<file path="src/cftc_pkg.sv">
/*
  Shared constants for the central FIFO threshold control block:
  register offsets, field positions, widths and reset values.
  Assumes a 32-bit AHB-Lite register bus and one 100 MHz clock.
*/
package cftc_pkg;

  // ----------------------------------------------------------------
  // register map
  // ----------------------------------------------------------------
  localparam logic [7:0]  TX_REFILL_OFS = 8'h48;
  localparam logic [7:0]  RX_DRAIN_OFS  = 8'h4C;
  localparam logic [31:0] TX_REFILL_RST = 32'h00000000;
  localparam logic [31:0] RX_DRAIN_RST  = 32'h00000000;

  // ----------------------------------------------------------------
  // tx refill control fields
  // ----------------------------------------------------------------
  localparam int CHANNELS  = 4;
  localparam int TX_THR_W  = 5;
  localparam int TX_LVL_W  = 7;
  localparam int TX_THR_LSB [CHANNELS] = '{27, 22, 17, 11};
  localparam int TX_M4_BIT  [CHANNELS] = '{7, 5, 3, 1};
  localparam int TX_M2_BIT  [CHANNELS] = '{6, 4, 2, 0};

  // ----------------------------------------------------------------
  // rx drain control fields
  // ----------------------------------------------------------------
  localparam int RX_THR_W   = 7;
  localparam int RX_THR_LSB = 0;
  localparam int RX_M4_BIT  = 8;
  localparam int RX_M2_BIT  = 7;
  localparam int RX_LVL_W   = 9;

  // ----------------------------------------------------------------
  // data path buffer
  // ----------------------------------------------------------------
  localparam int DATA_W     = 32;
  localparam int BUF_DEPTH  = 4;

  // ----------------------------------------------------------------
  // bus encodings
  // ----------------------------------------------------------------
  localparam logic [1:0] HTRANS_NONSEQ = 2'h2;
  localparam logic       HRESP_OKAY    = 1'h0;

  typedef enum logic [1:0] {
    RX_IDLE  = 2'h1,
    RX_DRAIN = 2'h2
  } cftc_rx_state_t;

endpackage : cftc_pkg

</file>
<file path="src/cftc_mark.sv">
/*
  Watermark arithmetic: threshold scaled by a 1/2/4 multiplier from
  two select bits, plus an optional offset of one.
  Assumes combinational use; the caller registers any decision.
*/
`timescale 1ns/1ps
`default_nettype none

module cftc_mark #(
  parameter int THR_W = 5,
  parameter int OUT_W = 7
) (
  // threshold and selects
  input  wire logic [THR_W-1:0] thr,
  input  wire logic             timesFour,
  input  wire logic             timesTwo,
  input  wire logic             addOne,
  // result
  output logic      [OUT_W-1:0] mark
);

  logic [OUT_W-1:0] scaled;

  always_comb
  begin
    // both selects set is undefined; it falls to times four
    if (timesFour)
      scaled = OUT_W'({thr, 2'h0});
    else if (timesTwo)
      scaled = OUT_W'({thr, 1'h0});
    else
      scaled = OUT_W'(thr);
    mark = scaled + OUT_W'(addOne);
  end

endmodule : cftc_mark

`default_nettype wire

</file>
<file path="src/cftc_fifo.sv">
/*
  Small synchronous FIFO with valid/ready on both sides.
  Ready, valid and the head word come from flip-flops; allowIn gates
  acceptance.
*/
`timescale 1ns/1ps
`default_nettype none

module cftc_fifo #(
  parameter int WIDTH = 32,
  parameter int DEPTH = 4
) (
  // clock and reset
  input  wire logic             clk,
  input  wire logic             rstn,
  // fill side
  input  wire logic             allowIn,
  input  wire logic             inValid,
  output logic                  inReady,
  input  wire logic [WIDTH-1:0] inData,
  // drain side
  output logic                  outValid,
  input  wire logic             outReady,
  output logic      [WIDTH-1:0] outData
);

  localparam int PW = $clog2(DEPTH);

  logic [WIDTH-1:0] mem [DEPTH];
  logic [PW-1:0]    wrPtr_r;
  logic [PW-1:0]    rdPtr_r;
  logic [PW-1:0]    rdPtr_nxt;
  logic [PW:0]      count_r;
  logic [PW:0]      count_nxt;
  logic             push;
  logic             pop;

  assign push    = inValid && inReady;
  assign pop     = outValid && outReady;
  assign rdPtr_nxt = rdPtr_r + PW'(pop);

  always_comb
  begin
    count_nxt = count_r + (PW+1)'(push) - (PW+1)'(pop);
  end

  always_ff @(posedge clk or negedge rstn)
  begin
    if (!rstn)
    begin
      wrPtr_r  <= '0;
      rdPtr_r  <= '0;
      count_r  <= '0;
      inReady  <= 1'h0;
      outValid <= 1'h0;
    end
    else
    begin
      if (push)
        wrPtr_r <= wrPtr_r + PW'(1);
      if (pop)
        rdPtr_r <= rdPtr_r + PW'(1);
      count_r  <= count_nxt;
      inReady  <= allowIn && (count_nxt < (PW+1)'(DEPTH));
      outValid <= count_nxt != '0;
    end
  end

  always_ff @(posedge clk)
  begin
    if (push)
      mem[wrPtr_r] <= inData;
    // head word registered; a word written into the new head bypasses
    if (push && wrPtr_r == rdPtr_nxt)
      outData <= inData;
    else
      outData <= mem[rdPtr_nxt];
  end

endmodule : cftc_fifo

`default_nettype wire

</file>
<file path="src/cftc_top.sv">
/*
  Central FIFO threshold control: two control registers on AHB-Lite,
  refill requests for four transmit sections, drain request for the
  receive FIFO, and a 4-word buffer on the drained data path.
  Assumes section and receive occupancies come from logic on clk,
  and the DMA side consumes data with valid/ready.
*/
// Implementation choice: the AHB-Lite slave port.
//
// Summary of operation
// - five-bit refill threshold per channel at bits 31:27, 26:22, 21:17, 15:11.
// - per channel times-four select at bits 7,5,3,1; times-two at 6,4,2,0.
// - refill watermark is threshold times multiplier plus one; request below it.
// - refill watermark only steers fetching from host memory, not serial side.
// - seven-bit receive threshold at bits 6:0, counted in words.
// - receive watermark is threshold times multiplier; selects at bits 8 and 7.
// - drain when receive level exceeds watermark, continue until it is empty.
// - both control registers read and write, reset to zero.
`timescale 1ns/1ps
`default_nettype none

module cftc_top (
  // clock and reset
  input  wire logic                          clk,
  input  wire logic                          rstn,
  // ahb-lite slave
  input  wire logic                          hsel,
  input  wire logic [7:0]                    haddr,
  input  wire logic [1:0]                    htrans,
  input  wire logic                          hwrite,
  input  wire logic [2:0]                    hsize,
  input  wire logic [31:0]                   hwdata,
  input  wire logic                          hready,
  output logic                               hreadyout,
  output logic                               hresp,
  output logic      [31:0]                   hrdata,
  // transmit sections
  input  wire logic [cftc_pkg::CHANNELS-1:0]
                    [cftc_pkg::TX_LVL_W-1:0] txLevel,
  output logic      [cftc_pkg::CHANNELS-1:0] txRefillReq,
  // receive fifo side
  input  wire logic [cftc_pkg::RX_LVL_W-1:0] rxLevel,
  output logic                               rxDrainReq,
  input  wire logic                          rxInValid,
  output logic                               rxInReady,
  input  wire logic [cftc_pkg::DATA_W-1:0]   rxInData,
  // dma side
  output logic                               dmaValid,
  input  wire logic                          dmaReady,
  output logic      [cftc_pkg::DATA_W-1:0]   dmaData
);

  import cftc_pkg::*;

  // ----------------------------------------------------------------
  // reset release
  // ----------------------------------------------------------------
  logic rstMeta_r;
  logic rstnSync;

  always_ff @(posedge clk or negedge rstn)
  begin
    if (!rstn)
    begin
      rstMeta_r <= 1'h0;
      rstnSync  <= 1'h0;
    end
    else
    begin
      rstMeta_r <= 1'h1;
      rstnSync  <= rstMeta_r;
    end
  end

  // ----------------------------------------------------------------
  // bus slave
  // ----------------------------------------------------------------
  logic        [31:0] txCtrl_r;
  logic        [31:0] rxCtrl_r;
  logic               addrPhase;
  logic               wrPend_r;
  logic        [7:0]  wrAddr_r;
  logic        [31:0] txView;
  logic        [31:0] rxView;

  assign addrPhase = hsel && hready && (htrans == HTRANS_NONSEQ);

  // pending write seen by a read issued in its data phase
  always_comb
  begin
    txView = txCtrl_r;
    rxView = rxCtrl_r;
    if (wrPend_r && wrAddr_r == TX_REFILL_OFS)
      txView = hwdata;
    if (wrPend_r && wrAddr_r == RX_DRAIN_OFS)
      rxView = hwdata;
  end

  always_ff @(posedge clk or negedge rstnSync)
  begin
    if (!rstnSync)
    begin
      wrPend_r <= 1'h0;
      wrAddr_r <= 8'h00;
    end
    else
    begin
      wrPend_r <= addrPhase && hwrite;
      wrAddr_r <= haddr;
    end
  end

  always_ff @(posedge clk or negedge rstnSync)
  begin
    if (!rstnSync)
    begin
      txCtrl_r <= TX_REFILL_RST;
      rxCtrl_r <= RX_DRAIN_RST;
    end
    else if (wrPend_r)
    begin
      if (wrAddr_r == TX_REFILL_OFS)
        txCtrl_r <= hwdata;
      if (wrAddr_r == RX_DRAIN_OFS)
        rxCtrl_r <= hwdata;
    end
  end

  always_ff @(posedge clk or negedge rstnSync)
  begin
    if (!rstnSync)
      hrdata <= 32'h00000000;
    else if (addrPhase && !hwrite)
    begin
      case (haddr)
        TX_REFILL_OFS: hrdata <= txView;
        RX_DRAIN_OFS:  hrdata <= rxView;
        default:       hrdata <= 32'h00000000;
      endcase
    end
  end

  always_ff @(posedge clk or negedge rstnSync)
  begin
    if (!rstnSync)
    begin
      hreadyout <= 1'h1;
      hresp     <= HRESP_OKAY;
    end
    else
    begin
      hreadyout <= 1'h1;
      hresp     <= HRESP_OKAY;
    end
  end

  // ----------------------------------------------------------------
  // transmit refill watermarks
  // ----------------------------------------------------------------
  logic [CHANNELS-1:0][TX_LVL_W-1:0] txMark;

  genvar gi;
  generate
    for (gi = 0; gi < CHANNELS; gi++)
    begin : gTx
      cftc_mark #(
        .THR_W (TX_THR_W),
        .OUT_W (TX_LVL_W)
      ) uMark (
        .thr       (txCtrl_r[TX_THR_LSB[gi] +: TX_THR_W]),
        .timesFour (txCtrl_r[TX_M4_BIT[gi]]),
        .timesTwo  (txCtrl_r[TX_M2_BIT[gi]]),
        .addOne    (1'h1),
        .mark      (txMark[gi])
      );
    end
  endgenerate

  always_ff @(posedge clk or negedge rstnSync)
  begin
    if (!rstnSync)
      txRefillReq <= '0;
    else
      for (int i = 0; i < CHANNELS; i++)
        txRefillReq[i] <= txLevel[i] < txMark[i];
  end

  // ----------------------------------------------------------------
  // receive drain control
  // ----------------------------------------------------------------
  logic [RX_LVL_W-1:0] rxMark;
  cftc_rx_state_t      rxState_r;
  cftc_rx_state_t      rxState_nxt;

  cftc_mark #(
    .THR_W (RX_THR_W),
    .OUT_W (RX_LVL_W)
  ) uRxMark (
    .thr       (rxCtrl_r[RX_THR_LSB +: RX_THR_W]),
    .timesFour (rxCtrl_r[RX_M4_BIT]),
    .timesTwo  (rxCtrl_r[RX_M2_BIT]),
    .addOne    (1'h0),
    .mark      (rxMark)
  );

  // start above mark, run to empty
  always_comb
  begin
    case (rxState_r)
      RX_IDLE:
        rxState_nxt = (rxLevel > rxMark) ? RX_DRAIN : RX_IDLE;
      RX_DRAIN:
        rxState_nxt = (rxLevel == '0) ? RX_IDLE : RX_DRAIN;
      default:
        rxState_nxt = RX_IDLE;
    endcase
  end

  always_ff @(posedge clk or negedge rstnSync)
  begin
    if (!rstnSync)
    begin
      rxState_r  <= RX_IDLE;
      rxDrainReq <= 1'h0;
    end
    else
    begin
      rxState_r  <= rxState_nxt;
      rxDrainReq <= rxState_nxt == RX_DRAIN;
    end
  end

  // ----------------------------------------------------------------
  // drained data buffer
  // ----------------------------------------------------------------
  cftc_fifo #(
    .WIDTH (DATA_W),
    .DEPTH (BUF_DEPTH)
  ) uBuf (
    .clk      (clk),
    .rstn     (rstnSync),
    .allowIn  (rxState_nxt == RX_DRAIN),
    .inValid  (rxInValid),
    .inReady  (rxInReady),
    .inData   (rxInData),
    .outValid (dmaValid),
    .outReady (dmaReady),
    .outData  (dmaData)
  );

  logic [2:0] txMul0;
  logic [3:0] rxMul;
  assign txMul0 = txCtrl_r[7] ? 3'h4 : (txCtrl_r[6] ? 3'h2 : 3'h1);
  assign rxMul  = rxCtrl_r[8] ? 4'h4 : (rxCtrl_r[7] ? 4'h2 : 4'h1);

  // buffer occupancy seen from both handshakes
  logic [2:0] bufCnt_r;

  always_ff @(posedge clk or negedge rstnSync)
  begin
    if (!rstnSync)
      bufCnt_r <= 3'h0;
    else
      bufCnt_r <= bufCnt_r + 3'(rxInValid && rxInReady)
        - 3'(dmaValid && dmaReady);
  end
endmodule : cftc_top

`default_nettype wire

</file>
<file path="config.mk">
export PLATFORM = sky130hd
export DESIGN_NAME = cftc_top
export DESIGN_NICKNAME = d
export VERILOG_FILES = /design/src/cftc_pkg.sv /design/src/cftc_mark.sv /design/src/cftc_fifo.sv /design/src/cftc_top.sv
export SDC_FILE = /design/constraint.sdc
export NUM_CORES = 1
export LEC_CHECK = 0
export BUFFER_PORTS_ARGS = -buffer_cell sky130_fd_sc_hd__buf_2
export CAP_MARGIN = 20
export CORE_MARGIN = 2
export CORE_UTILIZATION = 57
export DETAILED_ROUTE_END_ITERATION = 16
export MAX_ROUTING_LAYER = met4
export PLACE_DENSITY_LB_ADDON = 0.25
export SETUP_SLACK_MARGIN = 0.1
export SLEW_MARGIN = 5
export SYNTH_ARGS = -nofsm -noshare
export SYNTH_HDL_FRONTEND = slang
export SYNTH_SLANG_ARGS = --single-unit
</file>
<file path="constraint.sdc">
create_clock -name clk -period 5.2 [get_ports clk]
set_input_delay 1.3 -clock clk [delete_from_list [all_inputs] [get_ports clk]]
set_output_delay 1.3 -clock clk [all_outputs]
set_load 0.05 [all_outputs]
</file>
* After elaboration in Yosys (flattened, before gate mapping)
Memory sizes are Yosys's and may differ from the RTL's. A register that Yosys moved wholly into a read port is not among the register bits.
Index checks and enable logic that the tools add are counted.
** Word-level totals
- Bits in registers :: 123
- Bits in writable memories :: 128
- Bits of input ports :: 121
- Output and inout port bits :: 73
- Logic and storage cells :: 71
- Memories kept :: 1
** Operators by class
- Add/sub/neg operators :: 9
- $lt $le $gt $ge :: 6
- Eq/ne operators :: 8
- Mux-type cells :: 18
- Reduce and logical (&&, ||, !) cells :: 14
** Memories
- uBuf.mem :: words 4, width 32, read ports 1, clocked after memory_dff 1, wr ports 1, line cftc_fifo.sv:29 : logic [WIDTH-1:0] mem [DEPTH];
** Operators with widths (count)
- $mux 32 :: 2
- $pmux 32 s2 :: 1
- $eq 8x7->1 const B :: 4
- $add 7x1->7 const B :: 4
- $lt 7x7->1 :: 4
- $mux 7 :: 4
- $mux 6 :: 4
- $gt 9x9->1 :: 1
- $logic_and 1x1->1 :: 9
- $logic_not 9->1 :: 1
- $mux 9 :: 1
- $mux 8 :: 1
- $eq 2x2->1 const B :: 3
- $add 2x1->2 const B :: 2
- $mux 2 :: 2
- $pmux 2 s2 :: 1
- $reduce_and 2->1 :: 2
- $add 3x1->3 :: 1
- $lt 3x3->1 const B :: 1
- $reduce_bool 3->1 :: 1
- $sub 3x1->3 :: 1
- $add 2x1->2 :: 1
- $eq 2x1->1 const B :: 1
- $mux 1 :: 2
- $logic_not 1->1 :: 1

* Longest topological paths before layout
- Depth after elaboration :: 7
- Depth in mapped cells :: 11
- Depth with buffers taken out :: 10

* Modules after synthesis
A second synthesis with hierarchy kept.
** Second synthesis, totals
- Cells, all modules :: 873
- Area, all modules :: 12421.9 um^2
** Modules (own cells, without submodules)
- cftc_top :: times used 1, cells an instance 445, area an instance 5559.1 um^2, sequential area each 2854.0 um^2
- cftc_fifo :: times used 1, cells an instance 207, area an instance 5167.5 um^2, sequential area each 4108.9 um^2
- cftc_mark at gTx[2].uMark ... :: times used 2, cells an instance 42, area an instance 330.3 um^2, sequential area each 0.0 um^2
- cftc_mark at gTx[0].uMark ... :: times used 2, cells an instance 42, area an instance 322.8 um^2, sequential area each 0.0 um^2
- cftc_mark at uRxMark :: times used 1, cells an instance 53, area an instance 389.1 um^2, sequential area each 0.0 um^2

* Least setup slack after synthesis
OpenSTA, ideal clock, no wires.
- Path type :: input to register
- From :: input dmaReady
- To :: register uBuf.outValid
- Library setup time :: 0.131 ns
- Arrival time :: 2.900 ns
- Data required time :: 5.069 ns
- Setup slack :: 2.169 ns
- Stages :: 9
- Buffers on the path :: 0
- Path through :: and2_1 -> ha_1 -> inv_1 -> ha_1 -> inv_1 -> fa_1 -> xnor2_1 -> xnor2_1 -> or3_1
** On the way
- Cells in the longest elaborated chain, start to end :: 3
** Ends and longest elaborated chain
- start: declaration :: line cftc_top.sv:49 : input wire logic dmaReady,
- $logic_and 1x1->1 :: line cftc_fifo.sv:39 : assign pop = outValid && outReady;
- $sub 3x1->3 :: line cftc_fifo.sv:44 : count_nxt = count_r + (PW+1)'(push) - (PW+1)'(pop);
- net uBuf.count_nxt[2] :: line cftc_fifo.sv:34 : logic [PW:0] count_nxt;
- $reduce_bool 3->1 :: line cftc_fifo.sv:65 : outValid <= count_nxt != '0;
- end signal: assignment :: line cftc_fifo.sv:55 : outValid <= 1'h0;
- end signal: assignment :: line cftc_fifo.sv:65
- end: declaration :: line cftc_fifo.sv:22 : output logic outValid,
The timed path passes the listed nets, and every way through them passes these cells.
A chain may end at the register's enable or synchronous reset.

==> results_dict.tcl <==
set metrics [dict create \
    outcome "finished clean" \
    synthTopCellsByCount "edfxtp_1 (128), dfrtp_1 (122), inv_1 (88)" \
    finClkSkew_ns 0.01153 \
    worstPathCellList "buf_4, mux4_2, buf_2" \
    synth_async_sr_flop_share_pct 48.62 \
    viasPerCell 5.469 \
    ys_seq_elements 253 \
    cp_data_required_time_ns 3.90 \
    wire_per_inst_um 18.02 \
    ys_types 63 \
    regArea_sq_um 6968 \
    synth_most_common_cell "edfxtp_1" \
    hold_violations 0 \
    max_freq_mhz 267.3 \
    hp-class "register to register" \
    finalCritPeriodShare_pct 71.95 \
    setup.worst_path.start_class "register" \
    wl_um 23430 \
    clock_path_buffers 3 \
    start_util_pct 57.65 \
    grt_max_degree 70 \
    relSlewSlack_pct 38.78 \
    core_area_sq_um 20040 \
    fp.dieH_um 146.4 \
    path_class "register to output pin" \
    yosysTopAreaCellShare_pct 33.27 \
    rrSetupSlack_ns 2.37 \
    worst_slack_ns 1.458 \
    ir_drop_mv 0.2144 \
    ys_warn_count 0 \
    die_area_sq_um 21420 \
    nFillCells 1470 \
    grt_pass1_wl_um 38360 \
    post_cts_buffers 0 \
    pre_cts_slack_ns 1.679 \
    syn_inst 818 \
    path_max_fanout 17 \
    power_leakage_nw 6.074 \
    drtPass1Iterations 5 \
    ys.flop_type "edfxtp_1" \
    syn_avg_cell_area_sq_um 14.12 \
    drv_slew 0 \
    worstPathArrival_ns 2.44 \
    htreeDepth 1 \
    dp_hpwl_um 15620 \
    cts_tree "yes" \
    synth_top_area_cell "edfxtp_1" \
    grt_overflow 0 \
    cts_hold_buffers 0 \
    cp_slowest_cell "dfxtp_2" \
    place_congestion 0.8253 \
    finalSetupTns_ns 0 \
    antenna_found_initial 3 \
    worstMarginPinSlew_ns 0.9182 \
    setup_viol 0 \
    synth_edf_count 128 \
    insertion_delay_ns 0.52 \
    synth.area.top_cells "edfxtp_1 (33%), dfrtp_1 (26%), mux2i_1 (7.3%), mux4_2 (6.2%), ha_1 (5.0%)" \
    numCtsBuffers 26 \
    min_period_ns 3.742 \
    drv_cap 0 \
    drive_gt1_share_pct 31.29 \
    area_growth_syn_to_layout_pct 17.73 \
    io_pins 194 \
    seq_area_frac_synth_pct 60.27 \
    post_cts_resized 0 \
    final_nets 1174 \
    grt_pass1_vias 7350 \
    die_w_um 146.4 \
    design_area_sq_um 13600 \
    drc 0 \
    rows 52 \
    end_kind "output pin" \
    place.port_buffers 188 \
    num_vias 7110 \
    drt_iter0_drc 337 \
    clock_sinks 253 \
    ant_nets 0 \
    cpPeakStageDelay_ns 0.71 \
    root_buffer "clkbuf_16" \
    placed_area_sq_um 12690 \
    grt.total_usage_pct 23.05 \
    power_mw 5.596 \
    p_per_area_nw_per_um2 411.4 \
    clkTransAtPathRegs_ns 0.06 \
    multiInputGateArea_sq_um 4039 \
    rsz0062_at_grt "no" \
    syn_area_sq_um 11550 \
]
layout make-up:
type,instances,share of cell area [%]
Antenna cell,4,0.07359
Clock buffer,28,4.995
Clock inverter,20,1.334
Inverter,88,2.428
Multi-Input combinational cell,437,29.69
Sequential cell,253,51.23
Tap cell,270,2.484
Timing Repair Buffer,200,7.764
layout by cell type, fill, tap and decap left out, types with 5 or more instances in the layout:
master / synthesis / final
buf_2: 11 / 188
clkinv_2: 0 / 5
dfrtp_1: 122 / 121
nor3b_1: 5 / 5
nand2_1: 61 / 61
and3_1: 5 / 5
o221ai_2: 31 / 31
a21oi_1: 20 / 20
mux2i_1: 84 / 84
mux4_2: 32 / 32
inv_1: 88 / 88
clkbuf_16: 0 / 27
nor2b_1: 5 / 5
a211oi_1: 5 / 5
nor2_1: 21 / 21
o21a_1: 6 / 6
nand3_1: 7 / 6
o21ai_0: 28 / 28
edfxtp_1: 128 / 128
nand3b_1: 5 / 5
buf_4: 5 / 10
ha_1: 46 / 46
xnor2_1: 10 / 10
state kept, by name (all words and copies together) (netlist names), 3 cells and up, named ones only:
name / cells
uBuf.mem: 128
hrdata: 32
rxCtrl_r: 32
txCtrl_r: 32
wrAddr_r: 8
txRefillReq: 4
uBuf.count_r: 3
worst max-delay path, delay by kind of cell, from the launching register on:
family | cells | cell delay, ns
flip-flops | 1 | 0.71
buffers and inverters | 2 | 0.65
multiplexers | 1 | 0.56
worst paths after layout:
| path | start | end | cells past startpoint |
|---|---|---|---|
| setup / recovery | register | dmaData[9] | 3 |
| setup reg to reg | txCtrl_r[5] | txRefillReq[1] | 9 |
| min in group asynchronous | rstnSync | wrAddr_r[4] | 0 |
| max in group asynchronous | rstnSync | hrdata[8] | 1 |
| hold reg to reg | rstMeta_r | rstnSync | 0 |
| hold / removal | rstMeta_r | rstnSync | 0 |
routing by layer:
layer | up-vias | track usage, % | wire length [um]
met5 | - | - | 0
met1 | 3512 | 29.57 | 9744
met4 | 0 | 3.786 | 280
li1 | 3384 | - | -
met3 | 29 | 5.031 | 1617
met2 | 185 | 38.89 | 11790
through the flow:
step / util [%] / hold WS (ns) / std cells
2_1_floorplan: - / 0.3312 / 819
6_report: 67.88 / 0.3737 / 1300
5_1_grt: 67.86 / 0.3777 / 1299
3_5_place_dp: 63.33 / 0.3642 / 1246
3_3_place_gp: 63.33 / 0.3359 / 1246
4_1_cts: 67.63 / 0.3770 / 1294
power by group:
group / switching, mW / internal (mW)
clock: 0.751 / 1.09
sequential: 0.105 / 2.25
combinational: 0.929 / 0.474
cells by family after synthesis:
kind of cell	after synthesis	synth area share [%]
AND/OR/NAND/NOR	134	5.859
multiplexers	119	13.81
AO/OA/AOI/OAI	120	8.924
adder cells (fa/ha/maj)	47	5.155
other	2	0.06500
XOR/XNOR	14	1.061
buffers and inverters	129	4.862
flip-flops	253	60.27
Power figures use the tool's default switching activity.
